<file path="src/csc_pkg.sv">
// Behaviour
// Ring enable bit gates ring indicate output.
// One ring enable shared by both functions.
// Video float bit tristates socket video pins.
// Port select picks video priority when both float.
// Card control bits four and three read zero.
// Audio route bit zero routes card audio.
// Both functions routing: function zero audio wins.
// Speaker out is XOR of both sockets.
// Speaker out driven only when either enabled.
// Functional interrupt flag kept per socket.
// Writing one clears interrupt flag; zero keeps.
// Protected bits cleared only by global reset.
// Global bits written only through function zero.
// Power hold refuses power down in D3.
// Low volt force bit resets to one.
// Diagnostic bit read/write, resets to one.
// Device control bit four reads zero.
// Software writes zero to vendor test bit.
// Software writes zero to device bit zero.
// Interrupt select chooses the signalling mode.
// Reserved interrupt code behaves as parallel only.
package csc_pkg;

	// One configuration byte.
	typedef logic [7:0] csc_byte_t;

	// Byte offsets in each function's configuration space.
	localparam csc_byte_t CSC_OFS_CARD_CTRL = 8'h91;
	localparam csc_byte_t CSC_OFS_DEV_CTRL  = 8'h92;

	// Reset values of the two registers.
	localparam csc_byte_t CSC_CARD_CTRL_RST = 8'h00;
	localparam csc_byte_t CSC_DEV_CTRL_RST  = 8'h66;

	// Card control field positions.
	localparam int CSC_CC_RING     = 7;
	localparam int CSC_CC_VFLOAT   = 6;
	localparam int CSC_CC_PORTSEL  = 5;
	localparam int CSC_CC_RSVD_HI  = 4;
	localparam int CSC_CC_RSVD_LO  = 3;
	localparam int CSC_CC_AUDIO    = 2;
	localparam int CSC_CC_CARD_SPEAKER_IN     = 1;
	localparam int CSC_CC_IRQFLAG  = 0;

	// Device control field positions.
	localparam int CSC_DC_PWRHOLD  = 7;
	localparam int CSC_DC_LOWVOLT  = 6;
	localparam int CSC_DC_DIAG     = 5;
	localparam int CSC_DC_RSVD     = 4;
	localparam int CSC_DC_TEST     = 3;
	localparam int CSC_DC_MODE_HI  = 2;
	localparam int CSC_DC_MODE_LO  = 1;
	localparam int CSC_DC_TEST0    = 0;

	// Interrupt signalling modes.
	typedef enum logic [1:0] {
		CSC_IRQ_PARALLEL = 2'h0,
		CSC_IRQ_RESERVED = 2'h1,
		CSC_IRQ_SER_AB   = 2'h2,
		CSC_IRQ_SERIAL   = 2'h3
	} csc_irq_mode_t;

	// Number of sockets, one per function.
	localparam int CSC_NUM_SOCKETS = 2;

endpackage

</file>
<file path="src/csc_slot_if.sv">
`timescale 1ns/10ps
// Carries one function's card control write and its stored fields.
interface csc_slot_if;
	logic      wr;          // Card control write strobe for this function.
	logic [7:0] wdata;      // Written byte.
	logic      irq_evt;     // Synchronised functional interrupt level.
	logic      video_float; // Socket video pins float.
	logic      port_sel;    // Video priority select.
	logic      audio_off;   // One leaves card audio unrouted.
	logic      card_speaker_in_en;     // Speaker merge enable.
	logic      irq_flag;    // Functional interrupt flag.

	// Register slice side.
	modport regs (
		input  wr, wdata, irq_evt,
		output video_float, port_sel, audio_off, card_speaker_in_en, irq_flag
	);
	// Top side.
	modport top (
		output wr, wdata, irq_evt,
		input  video_float, port_sel, audio_off, card_speaker_in_en, irq_flag
	);
endinterface // csc_slot_if

</file>
<file path="src/csc_slot_regs.sv">
`timescale 1ns/10ps
// Per-socket card control fields of one function.
module csc_slot_regs (
	input  wire logic i_core_clk, // Core clock.
	input  wire logic i_resetn,   // Global reset, active low.
	csc_slot_if.regs  slot        // Write port and fields.
);

	logic vf_q, vf_d;     // Video float.
	logic ps_q, ps_d;     // Port select.
	logic au_q, au_d;     // Audio unrouted.
	logic sp_q, sp_d;     // Speaker merge enable.
	logic irq_q, irq_d;   // Interrupt flag.

	// Next values; a new interrupt beats a clear in the same cycle.
	always_comb begin
		vf_d  = vf_q;
		ps_d  = ps_q;
		au_d  = au_q;
		sp_d  = sp_q;
		irq_d = irq_q;
		if (slot.wr) begin
			vf_d = slot.wdata[csc_pkg::CSC_CC_VFLOAT];
			ps_d = slot.wdata[csc_pkg::CSC_CC_PORTSEL];
			au_d = slot.wdata[csc_pkg::CSC_CC_AUDIO];
			sp_d = slot.wdata[csc_pkg::CSC_CC_CARD_SPEAKER_IN];
			if (slot.wdata[csc_pkg::CSC_CC_IRQFLAG]) begin
				irq_d = 1'b0;
			end
		end
		if (slot.irq_evt) begin
			irq_d = 1'b1;
		end
	end

	// Only the global reset clears these fields.
	always_ff @(posedge i_core_clk) begin
		if (!i_resetn) begin
			vf_q  <= csc_pkg::CSC_CARD_CTRL_RST[csc_pkg::CSC_CC_VFLOAT];
			ps_q  <= csc_pkg::CSC_CARD_CTRL_RST[csc_pkg::CSC_CC_PORTSEL];
			au_q  <= csc_pkg::CSC_CARD_CTRL_RST[csc_pkg::CSC_CC_AUDIO];
			sp_q  <= csc_pkg::CSC_CARD_CTRL_RST[csc_pkg::CSC_CC_CARD_SPEAKER_IN];
			irq_q <= csc_pkg::CSC_CARD_CTRL_RST[csc_pkg::CSC_CC_IRQFLAG];
		end else begin
			vf_q  <= vf_d;
			ps_q  <= ps_d;
			au_q  <= au_d;
			sp_q  <= sp_d;
			irq_q <= irq_d;
		end
	end

	assign slot.video_float = vf_q;
	assign slot.port_sel    = ps_q;
	assign slot.audio_off   = au_q;
	assign slot.card_speaker_in_en     = sp_q;
	assign slot.irq_flag    = irq_q;
endmodule // csc_slot_regs

</file>
<file path="src/csc_card_socket_regs.sv">
`timescale 1ns/10ps
// Card control and device control registers of a dual-socket bridge.
module csc_card_socket_regs (
	input  wire logic       i_core_clk,            // Core clock, 100 MHz.
	input  wire logic       i_resetn,              // Global reset, low.
	input  wire logic       i_bus_resetn,          // Host bus reset, low.
	input  wire logic       i_cfg_func,            // Function number.
	input  wire logic [7:0] i_cfg_addr,            // Config byte offset.
	input  wire logic       i_cfg_wr,              // Config byte write.
	input  wire logic       i_cfg_rd,              // Config byte read.
	input  wire logic [7:0] i_cfg_wdata,           // Write data.
	output logic      [7:0] o_cfg_rdata,           // Read data.
	output logic            o_cfg_rvalid,          // Read data valid.
	input  wire logic       i_ring_in,             // Ring from card pin.
	output logic            o_ring_indicate_out,   // Ring indicate out.
	output logic            o_ring_indicate_oe,    // Ring out enable.
	output logic      [1:0] o_video_float,         // Video pins float.
	output logic            o_video_select_socket0_n, // Socket 0 video.
	output logic            o_video_select_socket1_n, // Socket 1 video.
	input  wire logic [1:0] i_card_audio_in,       // Card audio pins.
	output logic            o_card_audio_pwm,      // Routed card audio.
	output logic            o_card_audio_pwm_oe,   // Audio routed.
	input  wire logic [1:0] i_card_speaker_in,     // Card speaker pins.
	output logic            o_speaker_out,         // Merged speaker.
	output logic            o_speaker_oe,          // Speaker driven.
	input  wire logic [1:0] i_card_func_irq,       // Card interrupts.
	input  wire logic [1:0] i_func_in_d3,          // Function in D3.
	input  wire logic [1:0] i_power_down_req,      // Power down request.
	output logic      [1:0] o_power_down_grant,    // Power down allowed.
	output logic            o_low_volt_capable,    // Socket 3-V capable.
	output logic      [1:0] o_irq_mode             // Effective irq mode.
);

	localparam int SYNC_W = 7; // Ring, two audio, two speaker, two irq.

	logic [SYNC_W-1:0] pins;      // Raw pin levels.
	logic [SYNC_W-1:0] sync1_q;   // First synchroniser stage.
	logic [SYNC_W-1:0] sync2_q;   // Second synchroniser stage.
	logic              ring_s;    // Synchronised ring.
	logic [1:0]        audio_s;   // Synchronised audio.
	logic [1:0]        card_speaker_in_s;    // Synchronised speaker.
	logic [1:0]        irq_s;     // Synchronised interrupt.

	logic       ring_q, ring_d;   // Shared ring enable.
	logic [1:0] hold_q, hold_d;   // Socket power hold, per function.
	logic [1:0] diag_q, diag_d;   // Diagnostic bit, per function.
	logic       lv_q, lv_d;       // Low volt force, global.
	logic       test_q, test_d;   // Vendor test bit, global.
	logic       test0_q, test0_d; // Test bit zero, global.
	logic [1:0] mode_q, mode_d;   // Interrupt select, global.

	logic [7:0] rdata_q, rdata_d; // Registered read data.
	logic       rvalid_q;         // Registered read valid.
	logic       wr_card;          // Card control write.
	logic       wr_dev;           // Device control write.

	csc_slot_if slot_if [csc_pkg::CSC_NUM_SOCKETS] (); // Socket slices.

	// Offset decode shared by write and read paths.
	function automatic logic hit(input logic [7:0] a, input logic [7:0] o);
		return a == o;
	endfunction

	assign pins = {i_card_func_irq, i_card_speaker_in, i_card_audio_in,
		i_ring_in};

	// Two flops per pin; only the second stage is read by logic.
	always_ff @(posedge i_core_clk) begin
		if (!i_resetn) begin
			sync1_q <= '0;
			sync2_q <= '0;
		end else begin
			sync1_q <= pins;
			sync2_q <= sync1_q;
		end
	end

	assign ring_s  = sync2_q[0];
	assign audio_s = sync2_q[2:1];
	assign card_speaker_in_s  = sync2_q[4:3];
	assign irq_s   = sync2_q[6:5];

	assign wr_card = i_cfg_wr && hit(i_cfg_addr, csc_pkg::CSC_OFS_CARD_CTRL);
	assign wr_dev  = i_cfg_wr && hit(i_cfg_addr, csc_pkg::CSC_OFS_DEV_CTRL);

	// One slice of per-socket fields for each function.
	for (genvar g = 0; g < csc_pkg::CSC_NUM_SOCKETS; g++) begin : g_slot
		// The cast keeps the compare one bit wide on both sides.
		assign slot_if[g].wr      = wr_card && (i_cfg_func == 1'(g));
		assign slot_if[g].wdata   = i_cfg_wdata;
		assign slot_if[g].irq_evt = irq_s[g];
		csc_slot_regs u_slot (
			.i_core_clk (i_core_clk),
			.i_resetn   (i_resetn),
			.slot       (slot_if[g])
		);
	end

	// Next values of the shared and device control bits.
	always_comb begin
		ring_d  = ring_q;
		hold_d  = hold_q;
		diag_d  = diag_q;
		lv_d    = lv_q;
		test_d  = test_q;
		test0_d = test0_q;
		mode_d  = mode_q;
		// Either function writes the one shared ring enable.
		if (wr_card) begin
			ring_d = i_cfg_wdata[csc_pkg::CSC_CC_RING];
		end
		if (wr_dev) begin
			// Power hold and diagnostic bits are per function.
			hold_d[i_cfg_func] = i_cfg_wdata[csc_pkg::CSC_DC_PWRHOLD];
			diag_d[i_cfg_func] = i_cfg_wdata[csc_pkg::CSC_DC_DIAG];
			// Global bits take writes from function zero only, so a
			// stray write through function one cannot alter them.
			if (!i_cfg_func) begin
				lv_d    = i_cfg_wdata[csc_pkg::CSC_DC_LOWVOLT];
				test_d  = i_cfg_wdata[csc_pkg::CSC_DC_TEST];
				test0_d = i_cfg_wdata[csc_pkg::CSC_DC_TEST0];
				mode_d  = i_cfg_wdata[csc_pkg::CSC_DC_MODE_HI:
					csc_pkg::CSC_DC_MODE_LO];
			end
		end
	end

	// Protected bits; the host bus reset deliberately does not reach them.
	always_ff @(posedge i_core_clk) begin
		if (!i_resetn) begin
			ring_q  <= csc_pkg::CSC_CARD_CTRL_RST[csc_pkg::CSC_CC_RING];
			hold_q  <= {2{csc_pkg::CSC_DEV_CTRL_RST[csc_pkg::CSC_DC_PWRHOLD]}};
			diag_q  <= {2{csc_pkg::CSC_DEV_CTRL_RST[csc_pkg::CSC_DC_DIAG]}};
			lv_q    <= csc_pkg::CSC_DEV_CTRL_RST[csc_pkg::CSC_DC_LOWVOLT];
			test_q  <= csc_pkg::CSC_DEV_CTRL_RST[csc_pkg::CSC_DC_TEST];
			test0_q <= csc_pkg::CSC_DEV_CTRL_RST[csc_pkg::CSC_DC_TEST0];
			mode_q  <= csc_pkg::CSC_DEV_CTRL_RST[csc_pkg::CSC_DC_MODE_HI:
				csc_pkg::CSC_DC_MODE_LO];
		end else begin
			ring_q  <= ring_d;
			hold_q  <= hold_d;
			diag_q  <= diag_d;
			lv_q    <= lv_d;
			test_q  <= test_d;
			test0_q <= test0_d;
			mode_q  <= mode_d;
		end
	end

	// Read mux; unmapped offsets read zero, reserved bits read zero.
	always_comb begin
		rdata_d = rdata_q;
		if (i_cfg_rd) begin
			rdata_d = 8'h00;
			if (hit(i_cfg_addr, csc_pkg::CSC_OFS_CARD_CTRL)) begin
				rdata_d[csc_pkg::CSC_CC_RING] = ring_q;
				if (!i_cfg_func) begin
					rdata_d[csc_pkg::CSC_CC_VFLOAT]  = slot_if[0].video_float;
					rdata_d[csc_pkg::CSC_CC_PORTSEL] = slot_if[0].port_sel;
					rdata_d[csc_pkg::CSC_CC_AUDIO]   = slot_if[0].audio_off;
					rdata_d[csc_pkg::CSC_CC_CARD_SPEAKER_IN]    = slot_if[0].card_speaker_in_en;
					rdata_d[csc_pkg::CSC_CC_IRQFLAG] = slot_if[0].irq_flag;
				end else begin
					rdata_d[csc_pkg::CSC_CC_VFLOAT]  = slot_if[1].video_float;
					rdata_d[csc_pkg::CSC_CC_PORTSEL] = slot_if[1].port_sel;
					rdata_d[csc_pkg::CSC_CC_AUDIO]   = slot_if[1].audio_off;
					rdata_d[csc_pkg::CSC_CC_CARD_SPEAKER_IN]    = slot_if[1].card_speaker_in_en;
					rdata_d[csc_pkg::CSC_CC_IRQFLAG] = slot_if[1].irq_flag;
				end
				// Bits four and three stay zero. R05
			end else if (hit(i_cfg_addr, csc_pkg::CSC_OFS_DEV_CTRL)) begin
				rdata_d[csc_pkg::CSC_DC_PWRHOLD] = hold_q[i_cfg_func];
				rdata_d[csc_pkg::CSC_DC_LOWVOLT] = lv_q;
				rdata_d[csc_pkg::CSC_DC_DIAG]    = diag_q[i_cfg_func];
				rdata_d[csc_pkg::CSC_DC_TEST]    = test_q;
				rdata_d[csc_pkg::CSC_DC_MODE_HI:csc_pkg::CSC_DC_MODE_LO] =
					mode_q;
				rdata_d[csc_pkg::CSC_DC_TEST0]   = test0_q;
				// Bit four stays zero. R17
			end
		end
	end

	// Read path belongs to the host bus and follows its reset too.
	always_ff @(posedge i_core_clk) begin
		if (!i_resetn || !i_bus_resetn) begin
			rdata_q  <= 8'h00;
			rvalid_q <= 1'b0;
		end else begin
			rdata_q  <= rdata_d;
			rvalid_q <= i_cfg_rd;
		end
	end

	assign o_cfg_rdata  = rdata_q;
	assign o_cfg_rvalid = rvalid_q;

	// Ring passes only while enabled; the pin floats otherwise.
	assign o_ring_indicate_oe  = ring_q;
	assign o_ring_indicate_out = ring_q && ring_s;

	assign o_video_float = {slot_if[1].video_float, slot_if[0].video_float};

	// Video select; with both floating, function zero's port select decides.
	always_comb begin
		o_video_select_socket0_n = 1'b1;
		o_video_select_socket1_n = 1'b1;
		if (o_video_float == 2'h3) begin
			if (slot_if[0].port_sel) begin
				o_video_select_socket1_n = 1'b0;
			end else begin
				o_video_select_socket0_n = 1'b0;
			end
		end else if (o_video_float[0]) begin
			o_video_select_socket0_n = 1'b0;
		end else if (o_video_float[1]) begin
			o_video_select_socket1_n = 1'b0;
		end
	end

	// Audio: a clear bit routes; socket zero wins when both route.
	always_comb begin
		o_card_audio_pwm    = 1'b0;
		o_card_audio_pwm_oe = 1'b0;
		if (!slot_if[0].audio_off) begin
			o_card_audio_pwm    = audio_s[0];
			o_card_audio_pwm_oe = 1'b1;
		end else if (!slot_if[1].audio_off) begin
			o_card_audio_pwm    = audio_s[1];
			o_card_audio_pwm_oe = 1'b1;
		end
	end

	// Speaker merge; data is held low when the pin is not driven.
	assign o_speaker_oe  = slot_if[0].card_speaker_in_en || slot_if[1].card_speaker_in_en;
	assign o_speaker_out = o_speaker_oe && (card_speaker_in_s[0] ^ card_speaker_in_s[1]);

	// A locked socket in D3 refuses power down requests.
	assign o_power_down_grant = i_power_down_req & ~(hold_q & i_func_in_d3);

	assign o_low_volt_capable = lv_q;

	// The reserved code falls back to parallel, which never drops an irq.
	assign o_irq_mode = (mode_q == 2'h1) ? 2'h0 : mode_q;
endmodule // csc_card_socket_regs

</file>
<file path="config.mk">
export PLATFORM = sky130hd
export DESIGN_NAME = csc_card_socket_regs
export DESIGN_NICKNAME = d
export VERILOG_FILES = /design/src/csc_pkg.sv /design/src/csc_slot_if.sv /design/src/csc_slot_regs.sv /design/src/csc_card_socket_regs.sv
export SDC_FILE = /design/constraint.sdc
export NUM_CORES = 1
export LEC_CHECK = 0
export BUFFER_PORTS_ARGS = -buffer_cell sky130_fd_sc_hd__buf_2
export CAP_MARGIN = 30
export CORE_UTILIZATION = 37
export DETAILED_ROUTE_END_ITERATION = 10
export RECOVER_POWER = 100
export SETUP_SLACK_MARGIN = 0.1
export SYNTH_ARGS = -nofsm -noshare
export SYNTH_HDL_FRONTEND = slang
export SYNTH_HIERARCHICAL = 1
export SYNTH_SLANG_ARGS = --single-unit
export TNS_END_PERCENT = 30
</file>
<file path="constraint.sdc">
create_clock -name i_core_clk -period 2.45 [get_ports i_core_clk]
set_input_delay 0 -clock i_core_clk [delete_from_list [all_inputs] [get_ports i_core_clk]]
set_output_delay 0 -clock i_core_clk [all_outputs]
set_load 0.005 [all_outputs]
</file>
* Word-level counts from Yosys, hierarchy flattened
Cells that the tools add are included.
Word-level totals: register bits after elaboration 42, latch bits 0, memory bits (writable) 0, ROM bits 0, input port bits 33, output and inout bits 24, word-level logic and storage cells 82, memories kept 0
Operators by class: add/sub/neg operators 0, multiply operators 0, divide/modulo/power cells 0, $lt $le $gt $ge 2, eq/ne operators 4, shifts and indexed selects 0, multiplexer cells 32, bitwise operators 5, reduce and logical (&&, ||, !) cells 18
Operators by type and width (number):
- two-way mux 1 bit | 22
- equality test 8 bit (second input constant) | 2
- two-way mux 3 bit | 4
- nonzero test 2 bit | 4
- logical AND 1 bit | 7
- AND reduction 2 bit | 3
- bitwise AND 2 bit | 2
- bitwise mux 2 bit | 2
- two-way mux 2 bit | 2
- two-way mux 4 bit | 1
- equality test 2 x 1 -> 1 bit (second input constant) | 1
- equality test 2 bit (second input constant) | 1
- zero test 1 bit | 2
- logical OR 1 bit | 2
- < comparator 1 x 2 -> 1 bit (second input constant) | 1
- NOT 2 bit | 1
- demux 1 bit (select 1 bit) | 1
- greater-or-equal comparator 1 bit (second input constant) | 1
- NOT 1 bit | 1
- XOR 1 bit | 1

* Longest topological paths before layout
depth after elaboration 5, gate-level depth with buffers 6, depth with buffers taken out 5

* Modules after synthesis
Netlist, hierarchy kept.
Modules (own cells, without submodules):
- csc_card_socket_regs | times used 1, cells an instance 146, area an instance 1403.8 um^2, seq. area each 640.6 um^2
- csc_slot_regs | times used 2, cells an instance 17, area an instance 191.4 um^2, seq. area each 100.1 um^2

* Worst setup path before layout
OpenSTA, ideal clock, no wires.
path kind in2reg, start input port i_cfg_addr[1], end register g_slot[0].u_slot.au_q, setup time 116 ps, arrival time 1034 ps, required time 2334 ps, setup slack 1300 ps, stages on the path 6, buffers on the path 1, path through nor4b_4 nand3_1 nor2_1 buf_6 mux2i_1 nor2b_1
On the way: cells in the longest elaborated chain, start to end 3
Ends and longest elaborated chain:
- start: declaration | RTL line csc_card_socket_regs.sv:8 | input wire logic [7:0] i_cfg_addr,
- equality test 8 bit | RTL line csc_card_socket_regs.sv:61 | return a == o;
- logical AND 1 bit | RTL line csc_card_socket_regs.sv:83 | assign wr_card = i_cfg_wr && hit(i_cfg_addr, csc_pkg::CSC_OFS_CARD_CTRL);
- logical AND 1 bit | RTL line csc_card_socket_regs.sv:89 | assign slot_if[g].wr = wr_card && (i_cfg_func == 1'(g));
- via slot_if[0].wr | RTL line csc_slot_if.sv:4 | logic wr;
- end signal: assignment | RTL line csc_slot_regs.sv:41 | au_q <= csc_pkg::CSC_CARD_CTRL_RST[csc_pkg::CSC_CC_AUDIO];
- end signal: assignment | RTL line csc_slot_regs.sv:47 | au_q <= au_d;
- end: declaration | RTL line csc_slot_regs.sv:11 | logic au_q, au_d;
The timed path passes the listed nets, and every way through them passes these cells. A chain may end at the register's enable or synchronous reset.

* Worst setup path in the final report
start input port i_cfg_addr[3], end register g_slot[1].u_slot.au_q
On the way: cells in the longest elaborated chain, start to end 3
Ends and longest elaborated chain (RTL line):
- equality test 8 bit | csc_card_socket_regs.sv:61
- logical AND 1 bit | csc_card_socket_regs.sv:83
- logical AND 1 bit | csc_card_socket_regs.sv:89
- via slot_if[1].wr | csc_slot_if.sv:4
- end signal: assignment | csc_slot_regs.sv:41
- end signal: assignment | csc_slot_regs.sv:47
- end: declaration | csc_slot_regs.sv:11
The timed path passes the listed nets, and every way through them passes these cells.

==> results.toml <==
[power]
ir_drop_mv = 0.381
p_per_area_mw_per_mm2 = 597
switching_power_w = 0.000269
p_sw_frac = 0.200
pwr-share-clk = 0.406
pwr-share-seq = 0.522
internal_power_w = 0.00108
comb_power_share = 0.072
power_leakage_nw = 0.915

[detailed_routing]
first_iter_violations = 60
ant_nets = 0
drcViolationCount = 0
num_vias = 1416
wire_per_inst_um = 12.3
postRouteWirelength_mm = 3.63
avgViaCountPerCell = 4.78
first_pass_iters = 4

[cells_and_area]
area_delta_synth_final_pct = 25.9
layout.nets = 277
drive_gt1_frac = 0.250
utilization = 0.499
diodes = 0

[clocking]
cts.sinks = 42
cts_tree = "yes"
clk_pin_slew_ns = 0.08
insertion_delay_ns = 0.29
cts-buffers-inserted = 5
root_buffer = "clkbuf_8"
post_cts_buffers = 0
cts_buffer_depth = 2
htreeDepth = 2
cts-resized-gates = 0

[critical_path]
crit_family = "simple AND/OR/NAND/NOR gates"
path_max_fanout = 7
crit_buf_inv = 3
worstSetupPathType = "in2reg"
crit_slowest_cell = "clkbuf_1"
worst_ep_arrival_time_ns = 1.78
critPathLaunchType = "input pin"
setup.worst_path.end_class = "flip-flop"
slowest_delay_ns = 0.32
critPathRequiredTime_ns = 2.63
crit_path_frequent_cell = "clkbuf_1"
cp_cell_sequence = "clkbuf_1, nor4b_1, clkbuf_1, nand3_1, nor2_1, clkbuf_1, mux2i_1, nor2b_1"

[yosys]
synth-main-ff-cell = "dfxtp_1"
yosys_warnings = 6
synth-async-reset-ratio = 0
yosys-top-cells-area = "dfxtp_1 47%, mux2i_1 10%, and2_1 6.3%"
synth_nets = 213
avgSynthCellArea_um2 = 9.93
yosys.cell_types.count = 28
syn_area_mm2 = 0.00179
ys_seq_elements = 42
synth-edff-count = 0
yosys.area.top_type = "dfxtp_1"
synth_top_area_frac = 0.471
synthCells = 180
seq_area_frac_synth = 0.471

[timing]
tightest_slew_ns = 1.21
finalSetupTns_ns = 0
rsz0062_at_grt = "false"
drv_slew = 0
setup_viol = 0
finalHoldViolations = 0
fin_crit_sh = 0.655
finalCriticalPeriod_ns = 1.60
final.setup_skew_ns = 0.00939
fmax_mhz = 623
slew_headroom = 0.196

[grt]
antenna_found_initial = 0
grt_pass1_wl_mm = 5.81
grt_pass1_vias = 1270
overflow = 0
grt_use_total = 0.147
grt_max_degree = 35

[floorplan]
die_y_um = 71.5
die_width_um = 71.5
coreArea_mm2 = 0.00450
start_util = 0.397
rows = 24
ios = 57
die-area_mm2 = 0.00511

[hold_path]
holdCritPathClass = "in2reg"

[placed_design]
dp_hpwl_mm = 2.54
portBuffers = 54
gp_congestion = 0.701

[run]
max_cap_viol_count = 0

[run_status]
status = "finished clean"
## cells by family after synthesis
family          synth area share
flops                      0.471
compound gates            0.0686
other cells              0.00210
buf+inv                   0.0574
simple gates               0.251
mux                        0.145
xor+xnor                 0.00490
## worst paths after layout
path              depth (start not counted)  slack (ns)           start                               to
setup / recovery                          8        0.85   i_cfg_addr[3]  g_slot[1].u_slot/slot.audio_off
hold / removal                            3       0.002  i_cfg_wdata[5]   g_slot[0].u_slot/slot.port_sel
setup reg to reg                          3        1.46       hold_q[0]                   o_cfg_rdata[7]
hold reg to reg                           1        0.44      sync1_q[4]                       sync2_q[4]
## per-layer routing
layer  GRT usage  vias up  share of wire  wire length [µm]
met1       0.190      627           0.49              1770
met3      0.0408        2          0.053               193
li1            -      737              -                 -
met4      0.0458        0         0.0052                19
met5           0        -              0                 0
met2       0.240       50           0.45              1650
## through the flow
step | setup WS [ns] | hold slack, ns | instance area, µm² | power, W | cells
detailed placement | 0.844 | 0.210 | 2080 | 0.000807 | 279
finish | 0.845 | 0.00245 | 2250 | 0.00134 | 296
floorplan | 1.30 | 0.0785 | 1790 | 0.000761 | 180
global placement | 0.865 | 0.207 | 2080 | 0.000806 | 279
global route | 0.662 | 0.0117 | 2250 | 0.00140 | 296
CTS | 1.15 | 0.000603 | 2300 | 0.00137 | 296
## cell usage in the layout, fill, tap and decap left out
cell type	n
clkbuf_8	6
buf_4	1
nand4_1	3
conb_1	1
bufinv_16	1
buf_2	44
and4_1	1
nor4b_4	1
dfxtp_1	42
dlygate4sd3_1	10
a31oi_1	6
mux2i_1	18
nand3b_1	3
or2_2	1
nor2b_1	17
a21oi_1	1
and2_0	6
nand2b_1	1
nor4b_1	1
xor2_1	1
and4bb_1	1
nor2_1	2
nand3_1	9
nand2_1	13
and2_1	12
a21boi_0	2
mux2_2	7
o21ai_0	10
clkbuf_1	15
inv_1	5
and3_1	1
a22oi_1	2
## power groups by stage
stage	registers, W	logic, W	clock network [W]
global placement	0.000718	0.0000889	0
detailed placement	0.000718	0.0000894	0
CTS	0.000702	0.000102	0.000562
global route	0.000703	0.000107	0.000589
floorplan	0.000717	0.0000439	0
finish	0.000702	0.0000968	0.000546
## cell usage after synthesis (2+ instances only)
| cell | number |
|---|---|
| nand3b_1 | 3 |
| buf_6 | 3 |
| nand2_1 | 13 |
| nor2b_1 | 17 |
| a21boi_0 | 2 |
| a22oi_1 | 2 |
| nand4_1 | 3 |
| inv_1 | 5 |
| buf_4 | 3 |
| nand3_1 | 9 |
| o21ai_0 | 10 |
| a31oi_1 | 6 |
| dfxtp_1 | 42 |
| nor4b_4 | 2 |
| and2_1 | 18 |
| nor2_1 | 2 |
| mux2i_1 | 18 |
| clkbuf_1 | 6 |
| mux2_2 | 7 |
## layout make-up
cell class / instances / area, µm²
Timing Repair Buffer: 70 / 384
Multi-Input combinational cell: 120 / 828
Sequential cell: 42 / 841
Inverter: 5 / 18.8
Clock inverter: 1 / 30.0
Clock buffer: 6 / 82.6
Fill cell: 448 / 2250
Tap cell: 52 / 65.1
## worst register-to-register path: stages, from the launching register on
cell and delay, ns:
dfxtp_1 0.33, mux2_2 0.26, a22oi_1 0.16, o21ai_0 0.11
## repair_timing
action                                 CTS  global route
setup endpoints to repair                0             0
endpoints found under the hold margin   12             0
hold buffers                            10             0
Note: power is estimated with default switching activity, not from simulation.
